File: config.mk
export PLATFORM = sky130hd
export DESIGN_NAME = ccd_exec
export DESIGN_NICKNAME = d
export VERILOG_FILES = /design/src/rtl/ccd_pkg.sv /design/src/rtl/ccd_exec.sv
export SDC_FILE = /design/constraint.sdc
export NUM_CORES = 1
export LEC_CHECK = 0
export BUFFER_PORTS_ARGS = -buffer_cell sky130_fd_sc_hd__buf_2
export CELL_PAD_IN_SITES_DETAIL_PLACEMENT = 1
export CELL_PAD_IN_SITES_GLOBAL_PLACEMENT = 1
export CORE_MARGIN = 2
export CORE_UTILIZATION = 40
export CTS_CLUSTER_SIZE = 20
export DETAILED_ROUTE_END_ITERATION = 10
export PLACE_DENSITY = 0.82
export SLEW_MARGIN = 0
export SYNTH_ARGS = -nofsm -noshare
export SYNTH_HDL_FRONTEND = slang
export SYNTH_SLANG_ARGS = --single-unit
File: constraint.sdc
create_clock -name core_clk -period 11.1 [get_ports core_clk]
set_input_delay 0.555 -clock core_clk [delete_from_list [all_inputs] [get_ports core_clk]]
set_output_delay 0.555 -clock core_clk [all_outputs]
set_load 0.03 [all_outputs]
File: src/rtl/ccd_pkg.sv
/*
 package for the cache, coprocessor and divide execute block.
 assumes a single core clock and a pipeline that supplies decoded operands.
*/
package ccd_pkg;
    // ---------------------------------------------------------------
    // instruction fields
    // ---------------------------------------------------------------
    localparam int OPC_HI = 31;
    localparam int OPC_LO = 26;
    localparam logic [5:0] OPC_CACHE = 6'h2F;
    localparam logic [5:0] OPC_SPECIAL = 6'h00;
    localparam logic [3:0] OPC_COP_HI = 4'h4;
    localparam int CO_BIT = 25;
    localparam logic [4:0] SUB_CF = 5'h02;
    localparam logic [4:0] SUB_CT = 5'h06;
    localparam logic [5:0] FN_DBG_RET = 6'h1F;
    localparam logic [5:0] FN_DIV = 6'h1A;
    localparam logic [5:0] FN_UNSIGNED_QUOTIENT_OP = 6'h1B;
    localparam logic [10:0] CTL_LOW_ZERO = 11'h000;
    localparam logic [18:0] DBG_RET_ZERO = 19'h00000;
    localparam int CACHE_OP_HI = 20;
    localparam int CACHE_OP_LO = 16;
    localparam logic [1:0] TGT_ICACHE = 2'h0;
    localparam logic [1:0] TGT_DCACHE = 2'h1;
    localparam logic [2:0] COP_IDX_INV = 3'h0;
    localparam logic [2:0] COP_IDX_LRU = 3'h1;
    localparam logic [2:0] COP_IDX_LOCK = 3'h2;
    localparam logic [2:0] COP_HIT_INV = 3'h4;
    localparam int DEBUG_RET_BIT = 30;
    // ---------------------------------------------------------------
    // cache geometry (log2 sizes) and divide step count
    // ---------------------------------------------------------------
    localparam int BLOCK_BITS = 4;
    localparam int CACHE_BITS = 12;
    localparam int WAY_BITS = 1;
    localparam int DIV_STEPS = 32;

    typedef enum logic [3:0] {
        CCD_CACHE_NONE = 4'h0,
        CCD_IDX_INV = 4'h1,
        CCD_IDX_LRU = 4'h2,
        CCD_IDX_LOCK = 4'h4,
        CCD_HIT_INV = 4'h8
    } ccd_cache_op_e;

    typedef struct packed {
        logic valid;
        ccd_cache_op_e op;
        logic [31:0] vaddr;
        logic [CACHE_BITS-1:0] index;
    } ccd_cache_req_s;

    typedef struct packed {
        logic valid;
        logic write;
        logic [1:0] unit;
        logic [4:0] regno;
        logic [31:0] data;
    } ccd_cop_req_s;

    typedef enum logic [1:0] {
        CCD_DIV_IDLE = 2'b01,
        CCD_DIV_RUN = 2'b10
    } ccd_div_state_e;
endpackage

File: src/rtl/ccd_exec.sv
/*
 decode and execute for cache maintenance, coprocessor control moves,
 coprocessor operate, debug exception return and divide.
 assumes the pipeline gives instruction, operands and usable flags each
 issue cycle, and that address translation and caches sit outside.
*/
// Our own choices: the register offsets and strobed register access.
// How it works
// (RULE1) cache address is sign-extended 16-bit offset plus base, then translated
// (RULE2) the 5-bit op field picks the cache action
// (RULE3) system coprocessor unusable: no cache action, unusable exception
// (RULE4) bits 17:16 pick icache 00, dcache 01; 10 and 11 reserved
// (RULE5) op 000 on icache invalidates the indexed block
// (RULE6) software issues icache index invalidate only with icache enable bit 0
// (RULE7) op 001 on dcache clears the indexed set's recency bit
// (RULE8) op 010 on dcache clears the indexed set's pin bit
// (RULE9) op 100 on dcache looks up address and invalidates on hit
// (RULE10) address-match op on miss or invalid block does nothing
// (RULE11) index ops take index bits straight from address, no tag compare
// (RULE12) read control: coprocessor z control rd goes to rt, not system coproc
// (RULE13) write control: rt goes to coprocessor z control rd, low 11 bits zero
// (RULE14) operate passes 25-bit function only to the coprocessor
// (RULE15) debug return: opcode 010000, bit 25 set, function 011111
// (RULE16) debug return acts as delayed branch, pc loads one cycle later
// (RULE17) on return pc takes debug return address, debug bit 30 cleared
// (RULE18) software keeps debug return out of delay slots and spaced after writes
// (RULE19) signed divide: quotient and remainder registers, no overflow trap
// (RULE20) unsigned divide treats operands zero-extended
// (RULE21) divide runs alongside pipeline; early result reads stall
// (RULE22) software spaces result reads two instructions before a divide
// (RULE23) iterative divider keeps a busy flag driving the interlock
`timescale 1ns/1ps
module ccd_exec #(
    parameter int DIV_CYCLES = ccd_pkg::DIV_STEPS
) (
    input wire logic core_clk,
    input wire logic rst,
    input wire logic issue,
    input wire logic [31:0] instr,
    input wire logic [31:0] rs_val,
    input wire logic [31:0] rt_val,
    input wire logic [3:0] cop_usable,
    input wire logic [31:0] debug_return_addr_reg,
    input wire logic in_delay_slot,
    input wire logic [31:0] cop_ctrl_rdata,
    input wire logic stall_in,
    output ccd_pkg::ccd_cache_req_s cache_req,
    output ccd_pkg::ccd_cop_req_s cop_req,
    output logic cop_operate_valid,
    output logic [24:0] cop_operate_fn,
    output logic cop_unusable_exc,
    output logic [1:0] cop_unusable_unit,
    output logic gpr_we,
    output logic [4:0] gpr_waddr,
    output logic [31:0] gpr_wdata,
    output logic pc_load,
    output logic [31:0] pc_value,
    output logic debug_bit_clear,
    output logic [31:0] quotient_result_reg,
    output logic [31:0] remainder_result_reg,
    output logic div_busy,
    output logic interlock_stall
);
    import ccd_pkg::*;

    // ---------------------------------------------------------------
    // field decode
    // ---------------------------------------------------------------
    wire logic [5:0] opc = instr[OPC_HI:OPC_LO];
    wire logic [5:0] fn = instr[5:0];
    wire logic [4:0] cache_field = instr[CACHE_OP_HI:CACHE_OP_LO]; // see RULE2
    wire logic [1:0] cache_tgt = cache_field[1:0]; // see RULE4
    wire logic [2:0] cache_code = cache_field[4:2]; // see RULE5
    wire logic is_cop = (opc[5:2] == OPC_COP_HI);
    wire logic [1:0] cop_unit = opc[1:0];
    wire logic [4:0] cop_sub = instr[25:21];
    wire logic is_cache = issue && (opc == OPC_CACHE);
    wire logic is_cf = issue && is_cop && !instr[CO_BIT] && (cop_sub == SUB_CF)
        && (instr[10:0] == CTL_LOW_ZERO) && (cop_unit != 2'h0); // see RULE12
    wire logic is_ct = issue && is_cop && !instr[CO_BIT] && (cop_sub == SUB_CT)
        && (instr[10:0] == CTL_LOW_ZERO) && (cop_unit != 2'h0); // see RULE13
    wire logic is_dret = issue && (opc == {OPC_COP_HI, 2'h0}) && instr[CO_BIT]
        && (instr[24:6] == DBG_RET_ZERO) && (fn == FN_DBG_RET); // see RULE15
    wire logic is_coop = issue && is_cop && instr[CO_BIT] && !is_dret && (cop_unit != 2'h0);
    wire logic is_div = issue && (opc == OPC_SPECIAL) && (fn == FN_DIV);
    wire logic is_unsigned_quotient_op = issue && (opc == OPC_SPECIAL) && (fn == FN_UNSIGNED_QUOTIENT_OP);
    wire logic is_res_read = issue && (opc == OPC_SPECIAL) && ((fn == 6'h10) || (fn == 6'h12));
    wire logic is_mac = issue && (opc == 6'h1C) && ((fn == 6'h00) || (fn == 6'h01));

    // ---------------------------------------------------------------
    // usability
    // ---------------------------------------------------------------
    wire logic sys_ok = cop_usable[0];
    wire logic unit_ok = cop_usable[cop_unit];
    wire logic need_sys = is_cache || is_dret;
    wire logic need_unit = is_cf || is_ct || is_coop;
    wire logic unusable = (need_sys && !sys_ok) || (need_unit && !unit_ok); // see RULE3
    wire logic [1:0] unusable_unit = need_sys ? 2'h0 : cop_unit;

    // ---------------------------------------------------------------
    // cache request
    // ---------------------------------------------------------------
    wire logic [31:0] cache_vaddr = rs_val + {{16{instr[15]}}, instr[15:0]}; // see RULE1
    wire logic [CACHE_BITS-1:0] set_index = {
        {(WAY_BITS + BLOCK_BITS){1'b0}},
        cache_vaddr[CACHE_BITS-WAY_BITS-1:BLOCK_BITS]}; // see RULE11
    wire logic [CACHE_BITS-1:0] blk_index = {
        {BLOCK_BITS{1'b0}}, cache_vaddr[CACHE_BITS-1:BLOCK_BITS]}; // see RULE11
    ccd_cache_op_e next_cache_op;
    always_comb begin
        next_cache_op = CCD_CACHE_NONE; // reserved targets and codes do nothing, see RULE4
        if (cache_tgt == TGT_ICACHE && cache_code == COP_IDX_INV)
            next_cache_op = CCD_IDX_INV; // see RULE5
        else if (cache_tgt == TGT_DCACHE && cache_code == COP_IDX_LRU)
            next_cache_op = CCD_IDX_LRU; // see RULE7
        else if (cache_tgt == TGT_DCACHE && cache_code == COP_IDX_LOCK)
            next_cache_op = CCD_IDX_LOCK; // see RULE8
        else if (cache_tgt == TGT_DCACHE && cache_code == COP_HIT_INV)
            next_cache_op = CCD_HIT_INV; // see RULE9
    end
    // hit invalidate goes to the cache as a normal lookup; a miss leaves it untouched
    wire ccd_cache_req_s next_cache_req = '{
        valid: is_cache && sys_ok && (next_cache_op != CCD_CACHE_NONE), // see RULE3
        op: next_cache_op,
        vaddr: cache_vaddr, // see RULE10
        index: (next_cache_op == CCD_IDX_INV) ? blk_index : set_index};

    // ---------------------------------------------------------------
    // coprocessor moves and operate
    // ---------------------------------------------------------------
    wire ccd_cop_req_s next_cop_req = '{
        valid: (is_cf || is_ct) && unit_ok,
        write: is_ct, // see RULE13
        unit: cop_unit,
        regno: instr[15:11],
        data: rt_val};

    // ---------------------------------------------------------------
    // debug return: armed at issue, pc loads after the delay slot
    // ---------------------------------------------------------------
    logic dret_armed;
    logic [31:0] dret_target;
    wire logic dret_take = is_dret && sys_ok && !in_delay_slot;

    // ---------------------------------------------------------------
    // divider: restoring, one bit per cycle
    // ---------------------------------------------------------------
    ccd_div_state_e div_state;
    logic [31:0] div_q;
    logic [32:0] div_r;
    logic [31:0] div_d;
    logic div_neg_q;
    logic div_neg_r;
    logic [5:0] div_cnt;
    wire logic div_start = (is_div || is_unsigned_quotient_op) && (div_state == CCD_DIV_IDLE);
    wire logic [31:0] abs_rs = (is_div && rs_val[31]) ? (32'h0 - rs_val) : rs_val; // see RULE20
    wire logic [31:0] abs_rt = (is_div && rt_val[31]) ? (32'h0 - rt_val) : rt_val;
    wire logic [32:0] shl_r = {div_r[31:0], div_q[31]};
    wire logic [32:0] trial = shl_r - {1'b0, div_d};
    wire logic [32:0] next_div_r = trial[32] ? shl_r : trial;
    wire logic [31:0] next_div_q = {div_q[30:0], ~trial[32]};
    wire logic div_last = (div_cnt == 6'(DIV_CYCLES - 1));
    wire logic [31:0] fin_q = div_neg_q ? (32'h0 - next_div_q) : next_div_q; // see RULE19
    wire logic [31:0] fin_r = div_neg_r ? (32'h0 - next_div_r[31:0]) : next_div_r[31:0];
    wire logic div_running = (div_state == CCD_DIV_RUN);
    // a second divide while busy waits, as does any result read, except in the last step cycle
    wire logic next_stall = div_running && (is_res_read || is_mac || is_div || is_unsigned_quotient_op); // see RULE21

    // ---------------------------------------------------------------
    // registered outputs
    // ---------------------------------------------------------------
    always_ff @(posedge core_clk) begin
        if (rst) begin
            cache_req <= '0;
            cop_req <= '0;
            cop_operate_valid <= 1'b0;
            cop_operate_fn <= 25'h0000000;
            cop_unusable_exc <= 1'b0;
            cop_unusable_unit <= 2'h0;
            gpr_we <= 1'b0;
            gpr_waddr <= 5'h00;
            gpr_wdata <= 32'h00000000;
        end else begin
            cache_req <= next_cache_req;
            cop_req <= next_cop_req;
            cop_operate_valid <= is_coop && unit_ok; // see RULE14
            cop_operate_fn <= instr[24:0]; // see RULE14
            cop_unusable_exc <= unusable; // see RULE3
            cop_unusable_unit <= unusable_unit;
            gpr_we <= is_cf && unit_ok;
            gpr_waddr <= instr[20:16];
            gpr_wdata <= cop_ctrl_rdata; // see RULE12
        end
    end

    // the slot instruction issues between arming and the pc load, see RULE16
    always_ff @(posedge core_clk) begin
        if (rst) begin
            dret_armed <= 1'b0;
            dret_target <= 32'h00000000;
            pc_load <= 1'b0;
            pc_value <= 32'h00000000;
            debug_bit_clear <= 1'b0;
        end else begin
            if (dret_take) begin
                dret_armed <= 1'b1;
                dret_target <= debug_return_addr_reg; // see RULE17
            end else if (dret_armed && issue) begin
                dret_armed <= 1'b0;
            end
            pc_load <= dret_armed && issue; // see RULE16
            pc_value <= dret_target; // see RULE17
            debug_bit_clear <= dret_armed && issue; // see RULE17
        end
    end

    // divider keeps stepping through pipeline stalls, see RULE21
    always_ff @(posedge core_clk) begin
        if (rst) begin
            div_state <= CCD_DIV_IDLE;
            div_q <= 32'h00000000;
            div_r <= 33'h000000000;
            div_d <= 32'h00000000;
            div_neg_q <= 1'b0;
            div_neg_r <= 1'b0;
            div_cnt <= 6'h00;
            quotient_result_reg <= 32'h00000000;
            remainder_result_reg <= 32'h00000000;
            div_busy <= 1'b0;
            interlock_stall <= 1'b0;
        end else begin
            unique case (div_state)
                CCD_DIV_IDLE: begin
                    if (div_start) begin
                        div_state <= CCD_DIV_RUN;
                        div_q <= abs_rs;
                        div_r <= 33'h000000000;
                        div_d <= abs_rt;
                        div_neg_q <= is_div && (rs_val[31] ^ rt_val[31]);
                        div_neg_r <= is_div && rs_val[31];
                        div_cnt <= 6'h00;
                        div_busy <= 1'b1; // see RULE23
                    end
                end
                CCD_DIV_RUN: begin
                    div_q <= next_div_q;
                    div_r <= next_div_r;
                    div_cnt <= div_cnt + 6'h01;
                    if (div_last) begin
                        div_state <= CCD_DIV_IDLE;
                        quotient_result_reg <= fin_q; // see RULE19
                        remainder_result_reg <= fin_r; // see RULE20
                        div_busy <= 1'b0; // see RULE23
                    end
                end
            endcase
            interlock_stall <= next_stall && !div_last; // see RULE23
        end
    end
endmodule // ccd_exec

==> results of run 1 <==
[through the flow]
step / cells / power (mW) / hold slack, ns
after floorplan: 2315 / 1.66 / 0.405
after global placement: 3220 / 1.79 / 0.410
after detailed placement: 3220 / 1.80 / 0.421
after CTS: 3295 / 3.34 / 0.149
after global routing: 3299 / 3.43 / 0.168
final: 3299 / 3.32 / 0.174
[Yosys cell counts (20+ instances only)]
master | count | share of area [%]
a211oi_1 | 69 | 2.7
a21o_1 | 20 | 0.79
a21oi_1 | 209 | 5.5
buf_4 | 24 | 0.95
clkbuf_1 | 93 | 1.8
dfxtp_1 | 373 | 39
ha_1 | 68 | 4.5
inv_1 | 101 | 2.0
mux2i_1 | 29 | 1.5
nand2_1 | 245 | 4.9
nand2b_1 | 21 | 0.69
nand3_1 | 28 | 0.74
nor2_1 | 249 | 4.9
nor2b_1 | 102 | 3.4
nor3_1 | 55 | 1.5
nor4_1 | 22 | 0.73
o21ai_0 | 113 | 3.0
o31ai_1 | 25 | 0.99
or3_1 | 30 | 0.99
or4_1 | 20 | 0.79
xnor2_1 | 70 | 3.2
xor2_1 | 84 | 3.9
[layout make-up]
type	instances	area share (%)
diodes	4	0.0438
repair buffers	437	9.85
clock buffers	57	5.15
flip-flops and latches	373	32.7
inverters	101	1.66
clock inverters	18	1.50
multi-input cells	1702	45.8
well taps	607	3.32
[per-layer routing]
layer  part of all wire (%)  vias to the layer above
met5                      0                        -
met4                    3.1                        0
met1                     43                     9015
met2                     47                      621
li1                       -                     8729
met3                    6.6                      115
[cells by family (layout without fill, tap and decap cells)]
group	count (synthesis)	count (layout)	share of synthesized area (%)
simple gates	865	865	22.1
other cells	1	8	0.0198
mux	36	36	2.02
buf+inv	240	613	5.62
compound gates	573	573	19.1
xor+xnor	154	154	7.12
fa+ha+maj	70	70	4.70
flops	373	373	39.4
[how the worst max path moves through the flow]
stage / to / slack (ns) / depth (start not counted)
3_3_place_gp: remainder_result_reg[30] / 5.99 / 19
2_1_floorplan: quotient_result_reg[24] / 6.79 / 18
6_report: remainder_result_reg[30] / 5.77 / 19
5_1_grt: remainder_result_reg[30] / 5.51 / 19
4_1_cts: remainder_result_reg[30] / 5.77 / 19
3_5_place_dp: remainder_result_reg[30] / 5.84 / 19
[power groups by stage]
stage	logic [mW]	clock network [mW]	registers [mW]
final	0.382	1.54	1.39
after detailed placement	0.376	0	1.42
after global placement	0.365	0	1.42
after CTS	0.380	1.57	1.39
after global routing	0.409	1.62	1.40
after floorplan	0.171	0	1.49
==> impl_metrics.csv, run 1 <==
group,metric,value,unit
clock_tree,numCtsBuffers,42,
finish,final-seq-area,7470,um^2
place,place_area,21300,um^2
global_route,grt_pass1_vias,18700,
floorplan,start_util,40.6,%
finish,layout_commonest_cell,"buf_2",
floorplan,core,46700,um^2
worst_setup_path,r2r_cells,19,
logic_synthesis,synth-edff-count,0,
run_status,status,"finished, violations left",
finish,largestRegisters,"cop_req: 40 flops, cache_req: 38 flops",
logic_synthesis,async_reset_ff_share,0,%
global_route,use_met1,33.4,%
logic_synthesis,syn_area_per_cell,8.20,um^2
worst_setup_path,critPathKind,"reg2reg",
routing,viasPerCell,5.60,
hold_path,hp-start,"cop_ctrl_rdata[0]",
sta,fin_crit,5.33,ns
clock_tree,cts.path.max_buffers,3,
routing,ant_nets,0,
pwr,leakage,10.3,nW
pwr,power_frac_clock,46.4,%
worst_setup_path,crit_buf_inv,3,
job,timing.max_cap.violations,0,
place,dpl.hpwl,50.2,mm
finish,mostFrequentLayoutCells,"419 x buf_2, 373 x dfxtp_1, 247 x nor2_1",
pwr,seqPwrFrac,42.1,%
logic_synthesis,synth_flop_cell,"dfxtp_1",
finish,fillCellCount,5695,
floorplan,die_h,222,um
worst_setup_path,r2r-end,"remainder_result_reg[30]",
finish,area_delta_synth_final,20.6,%
worst_setup_path,reg2reg_from,"div_q[31]",
clock_tree,cts_root_buf,"clkbuf_16",
finish,drive_gt1_share,20.5,%
worst_setup_path,worstSetupStartpointType,"register",
logic_synthesis,synthCells,2312,
finish,multi_input_area,10500,um^2
routing,drt_iter0_drc,1135,
logic_synthesis,ys_types,91,
pwr,ir_drop,0.151,mV
run_status,violations,"design-rule violations",
worst_setup_path,arrival,5.79,ns
global_route,antenna_found_initial,7,
sta,slew_violations,0,
sta,hold_viol,0,
pwr,internal_power,2.44,mW
routing,drc_errors,24,
clock_tree,post_cts_buffers,0,
sta,fin_crit_sh,48.0,%
worst_setup_path,cp_max_fo,33,
clock_tree,h-tree-depth,2,
sta,rsz0062_at_grt,"no",
floorplan,die_area,49100,um^2
global_route,grt_use_met3,5.04,%
worst_setup_path,cp.required,11.56,ns
global_route,grt_overflow,0,
pwr,switchingPower,879,uW
sta,fin_setup_tns,0,ns
logic_synthesis,ys_ff_latch,373,
logic_synthesis,ys_seq_area_share,39.4,%
hold_path,hold_path.class,"in2reg",
global_route,grtUsageTotal,26.6,%
place,place_ws,5.84,ns
worst_setup_path,worst_path_max_delay_cell,"ha_1",
routing,wl,67.3,mm
global_route,grt_pass1_wl,105,mm
hold_path,worst_hold_path.endpoint,"gpr_wdata[0]",
clock_tree,clkTransAtPathRegs,0.06,ns
sta,slew_headroom,28.2,%
finish,largest-register,"cop_req",
global_route,grt.busiest_layer,"met2",
worst_setup_path,ff2ff_setup_slack,5.77,ns
sta,worst_slew_pin_slew,1.08,ns
global_route,grt_max_degree,190,
pwr,sw_frac_of_total,26.5,%
routing,wire_per_inst,20.4,um
routing,vias,18500,
clock_tree,clock_latency,0.60,ns
pwr,p_comb_share,11.5,%
clock_tree,cts_tree,"built",
finish,largest_reg_flops,40,
clock_tree,cts_hold_buf,0,
clock_tree,cts_sinks,373,
finish,nNetsFinal,2896,
floorplan,io_pins,426,
routing,firstDrtPassIters,8,
floorplan,row_count,79,
sta,skew,0.0397,ns
pwr,power.density,145,nW/um^2
place,gp_congestion,0.902,
worst_setup_path,path_cells,"inv_1, ha_1, fa_1, nand2b_1, a21o_2, a21oi_2, a41o_1, a21oi_1, xnor2_2, inv_1, buf_4, nor2_1, a21oi_1, ha_1, a21boi_0, o2111ai_1, nor4_1, mux2i_1, nand2_1",
finish,final_cell_area,22800,um^2
clock_tree,cts_resized,0,
worst_setup_path,path_delay_family,"compound AO/OA/AOI/OAI gates",
worst_setup_path,critPathLaunch,"div_q[31]",
floorplan,fp.dieW,222,um
place,port_buffers,420,
logic_synthesis,netlist_area,18900,um^2
global_route,grtUsageMet2,45.6,%
worst_setup_path,max_stage_delay,0.52,ns
hold_path,hold_depth,2,
finish,fin_util,49.0,%
sta,fin_ws,5.77,ns
sta,fmax,188,MHz
logic_synthesis,ys_warn_count,0,
worst_setup_path,cp-end-kind,"register",
sta,setup_viol,0,
Power figures use the tool's default switching activity.
==> inputs of run 2 (changes only) <==
--- a/config.mk
+++ b/config.mk
@@ -5,14 +5,15 @@
 export SDC_FILE = /design/constraint.sdc
 export NUM_CORES = 1
 export LEC_CHECK = 0
+export ABC_AREA = 1
 export BUFFER_PORTS_ARGS = -buffer_cell sky130_fd_sc_hd__buf_2
 export CELL_PAD_IN_SITES_DETAIL_PLACEMENT = 1
 export CELL_PAD_IN_SITES_GLOBAL_PLACEMENT = 1
 export CORE_MARGIN = 2
-export CORE_UTILIZATION = 40
+export CORE_UTILIZATION = 39
 export CTS_CLUSTER_SIZE = 20
 export DETAILED_ROUTE_END_ITERATION = 10
-export PLACE_DENSITY = 0.82
+export PLACE_DENSITY = 0.83
 export SLEW_MARGIN = 0
 export SYNTH_ARGS = -nofsm -noshare
 export SYNTH_HDL_FRONTEND = slang
==> constraint.sdc (replaced) <==
create_clock -name core_clk -period 5 [get_ports core_clk]
set_input_delay 0.25 -clock core_clk [delete_from_list [all_inputs] [get_ports core_clk]]
set_output_delay 0.25 -clock core_clk [all_outputs]
set_load 0.03 [all_outputs]
==> run 2 against run 1 <==
The run now ends clean. Global-route usage rose by 2.6 points. Combinational power rose to 2.6 times the previous value. Largest power group unchanged. Sequential cell count unchanged. Via count grew 18%. Critical endpoint is now quotient_result_reg[28]. Largest cell class unchanged. Critical path depth grew 8. Area after synthesis is 6.9% higher. Clock power up 120%. Count of clock-buffer cells in the layout increased by 3.
==> impl_metrics.csv, run 2 <==
group,metric,value,unit
run_status,status,"finished, final reports clean",
routing,firstDrtPassIters,5,
clock_tree,cts_root_buf,"clkbuf_16",
finish,mostFrequentLayoutCells,"607 x nand2_1, 473 x inv_1, 419 x buf_2",
logic_synthesis,yosys.area.top_type,"dfxtp_1",
routing,viasPerCell,5.25,
place,place_inst,3957,
routing,vias,21900,
clock_tree,h-tree-depth,2,
sta,fin_crit,4.33,ns
sta,hold_viol,0,
routing,ant_nets,0,
clock_tree,clkTransAtPathRegs,0.06,ns
hold_path,hp-start,"rs_val[0]",
finish,area_delta_synth_final,25.9,%
floorplan,die_area,53800,um^2
clock_tree,cts.path.max_buffers,3,
worst_setup_path,reg2reg_from,"div_q[31]",
floorplan,core,51300,um^2
routing,drt_iter0_drc,1429,
logic_synthesis,netlist_area,20300,um^2
finish,fin_util,49.7,%
worst_setup_path,critPathLaunch,"div_q[31]",
pwr,ir_drop,0.273,mV
job,timing.max_cap.violations,0,
logic_synthesis,synthCells,2966,
place,dpl.hpwl,58.3,mm
clock_tree,numCtsBuffers,43,
global_route,grt_pass1_wl,125,mm
worst_setup_path,cp.required,5.49,ns
clock_tree,clock_latency,0.60,ns
worst_setup_path,critPathKind,"reg2reg",
clock_tree,cts_sinks,373,
routing,drc_errors,0,
worst_setup_path,cp-end-kind,"register",
sta,fmax,231,MHz
global_route,antenna_found_initial,3,
clock_tree,post_cts_buffers,0,
logic_synthesis,synth_common_cells,"607 x nand2_1, 474 x inv_1, 373 x dfxtp_1, 326 x nor2_1, 196 x a21oi_1",
floorplan,die_h,232,um
finish,largestRegisters,"cop_req: 40 flops, cache_req: 38 flops",
hold_path,hold_depth,4,
sta,fin_setup_tns,0,ns
place,gp_congestion,0.899,
finish,layout_commonest_cell,"nand2_1",
finish,drive_gt1_share,16.7,%
floorplan,io_pins,426,
logic_synthesis,synth-edff-count,0,
worst_setup_path,worst_path_max_delay_cell,"fa_1",
logic_synthesis,ys_types,61,
finish,largest-register,"cop_req",
worst_setup_path,max_stage_delay,0.41,ns
routing,wire_per_inst,19.5,um
finish,nNetsFinal,3682,
global_route,grt_pass1_vias,22600,
routing,wl,81.2,mm
logic_synthesis,async_reset_ff_share,0,%
sta,slew_violations,0,
logic_synthesis,synth_flop_cell,"dfxtp_1",
logic_synthesis,synth_top_area_share,36.9,%
place,port_buffers,420,
logic_synthesis,ys_ff_latch,373,
sta,fin_crit_sh,86.5,%
logic_synthesis,synth_most_common_cell,"nand2_1",
global_route,grt_overflow,0,
finish,stdcell_count,4162,
logic_synthesis,ys_top_cells_by_area,"dfxtp_1 37%, nand2_1 11%, inv_1 8.8%, nor2_1 6.0%, a21oi_1 4.8%",
worst_setup_path,cp_max_fo,9,
global_route,grt_max_degree,65,
logic_synthesis,ys_warn_count,0,
floorplan,row_count,83,
hold_path,hold_path.class,"in2reg",
worst_setup_path,arrival,4.82,ns
floorplan,fp.dieW,232,um
worst_setup_path,r2r_cells,27,
sta,setup_viol,0,
finish,largest_reg_flops,40,
logic_synthesis,ys_seq_area_share,36.9,%
sta,rsz0062_at_grt,"no",
sta,skew,0.0332,ns
floorplan,start_util,39.5,%
global_route,grtUsageTotal,29.2,%
clock_tree,cts_tree,"built",
sta,slew_headroom,16.5,%
pwr,power.density,295,nW/um^2
pwr,leakage,13.4,nW
worst_setup_path,worstSetupStartpointType,"register",
sta,worst_slew_pin_slew,1.25,ns
logic_synthesis,syn_area_per_cell,6.83,um^2
run 2: changes by cell type after synthesis, moves of 30 or more:
cell,delta
inv_1,+373
nand2_1,+362
nand3_1,+114
nor2b_1,-102
nor2_1,+77
o21ai_0,+68
a211oi_1,-52
xnor2_1,-47
nor4_1,+34
nand2_2,+30
or3_1,-30
run 2: final timing paths:
check / to / slack, ns
setup / recovery: quotient_result_reg[28] / 0.67
hold / removal: cache_req[12] / 0.04
setup reg to reg: quotient_result_reg[28] / 0.67
hold reg to reg: pc_value[17] / 0.44
run 2: what timing repair did:
| item | CTS | global route |
|---|---|---|
| hold buffers | 121 | 0 |
| setup endpoints to repair | 0 | 1 |
| gates resized for setup | 0 | 1 |
| endpoints found under the hold margin | 133 | 0 |
run 2: metrics by stage:
| stage | power [mW] | area, um^2 | setup WS [ns] | hold slack [ns] |
|---|---|---|---|---|
| 2_1_floorplan | 3.71 | 20300 | 1.07 | 0.357 |
| 3_3_place_gp | 4.01 | 22700 | 0.764 | 0.415 |
| 3_5_place_dp | 4.03 | 22700 | 0.613 | 0.427 |
| 4_1_cts | 7.52 | 25500 | 0.544 | 0.0107 |
| 5_1_grt | 7.77 | 25500 | 0.151 | 0.0185 |
| 6_report | 7.52 | 25500 | 0.673 | 0.0357 |
run 2: worst max-delay path: cells and delay by family (launching register included):
kind / cells / cell delay, ns
simple gates: 16 / 1.94
fa+ha+maj: 3 / 0.81
flops: 1 / 0.33
xor+xnor: 1 / 0.16
compound gates: 3 / 0.65
buf+inv: 4 / 0.34
run 2: cell type report:
| class | instances | area [um^2] |
|---|---|---|
| Antenna cell | 5 | 12.5 |
| Tap cell | 680 | 851 |
| Multi-Input combinational cell | 1988 | 10400 |
| Timing Repair Buffer | 558 | 3450 |
| Clock inverter | 19 | 299 |
| Fill cell | 6701 | 25800 |
| Inverter | 479 | 1800 |
| Clock buffer | 60 | 1250 |
| Sequential cell | 373 | 7470 |
run 2: metal layers:
layer | GRT usage (%) | share of wire (%) | wire length (um)
met5 | 0 | 0 | 0
met4 | 9.98 | 3.2 | 2580
met3 | 4.57 | 5.1 | 4170
met2 | 47.3 | 46 | 37000
met1 | 39.5 | 46 | 37400
run 2: kinds of logic after synthesis:
logic type	count (synthesis)	share of synthesized area, %
and+or+nand+nor	1274	27.0
buffers and inverters	608	12.0
AOI/OAI and AO/OA	546	15.6
DFF	373	36.9
xor gates and xnor gates	94	4.06
adders and majority gates	70	4.40
other	1	0.0185
run 2: power breakdown:
| part | internal (mW) | leakage, nW | switching [mW] |
|---|---|---|---|
| Combinational | 0.318 | 9.62 | 0.675 |
| Sequential | 3.05 | 3.04 | 0.0365 |
| Clock | 2.03 | 0.760 | 1.41 |
| Total | 5.40 | 13.4 | 2.12 |
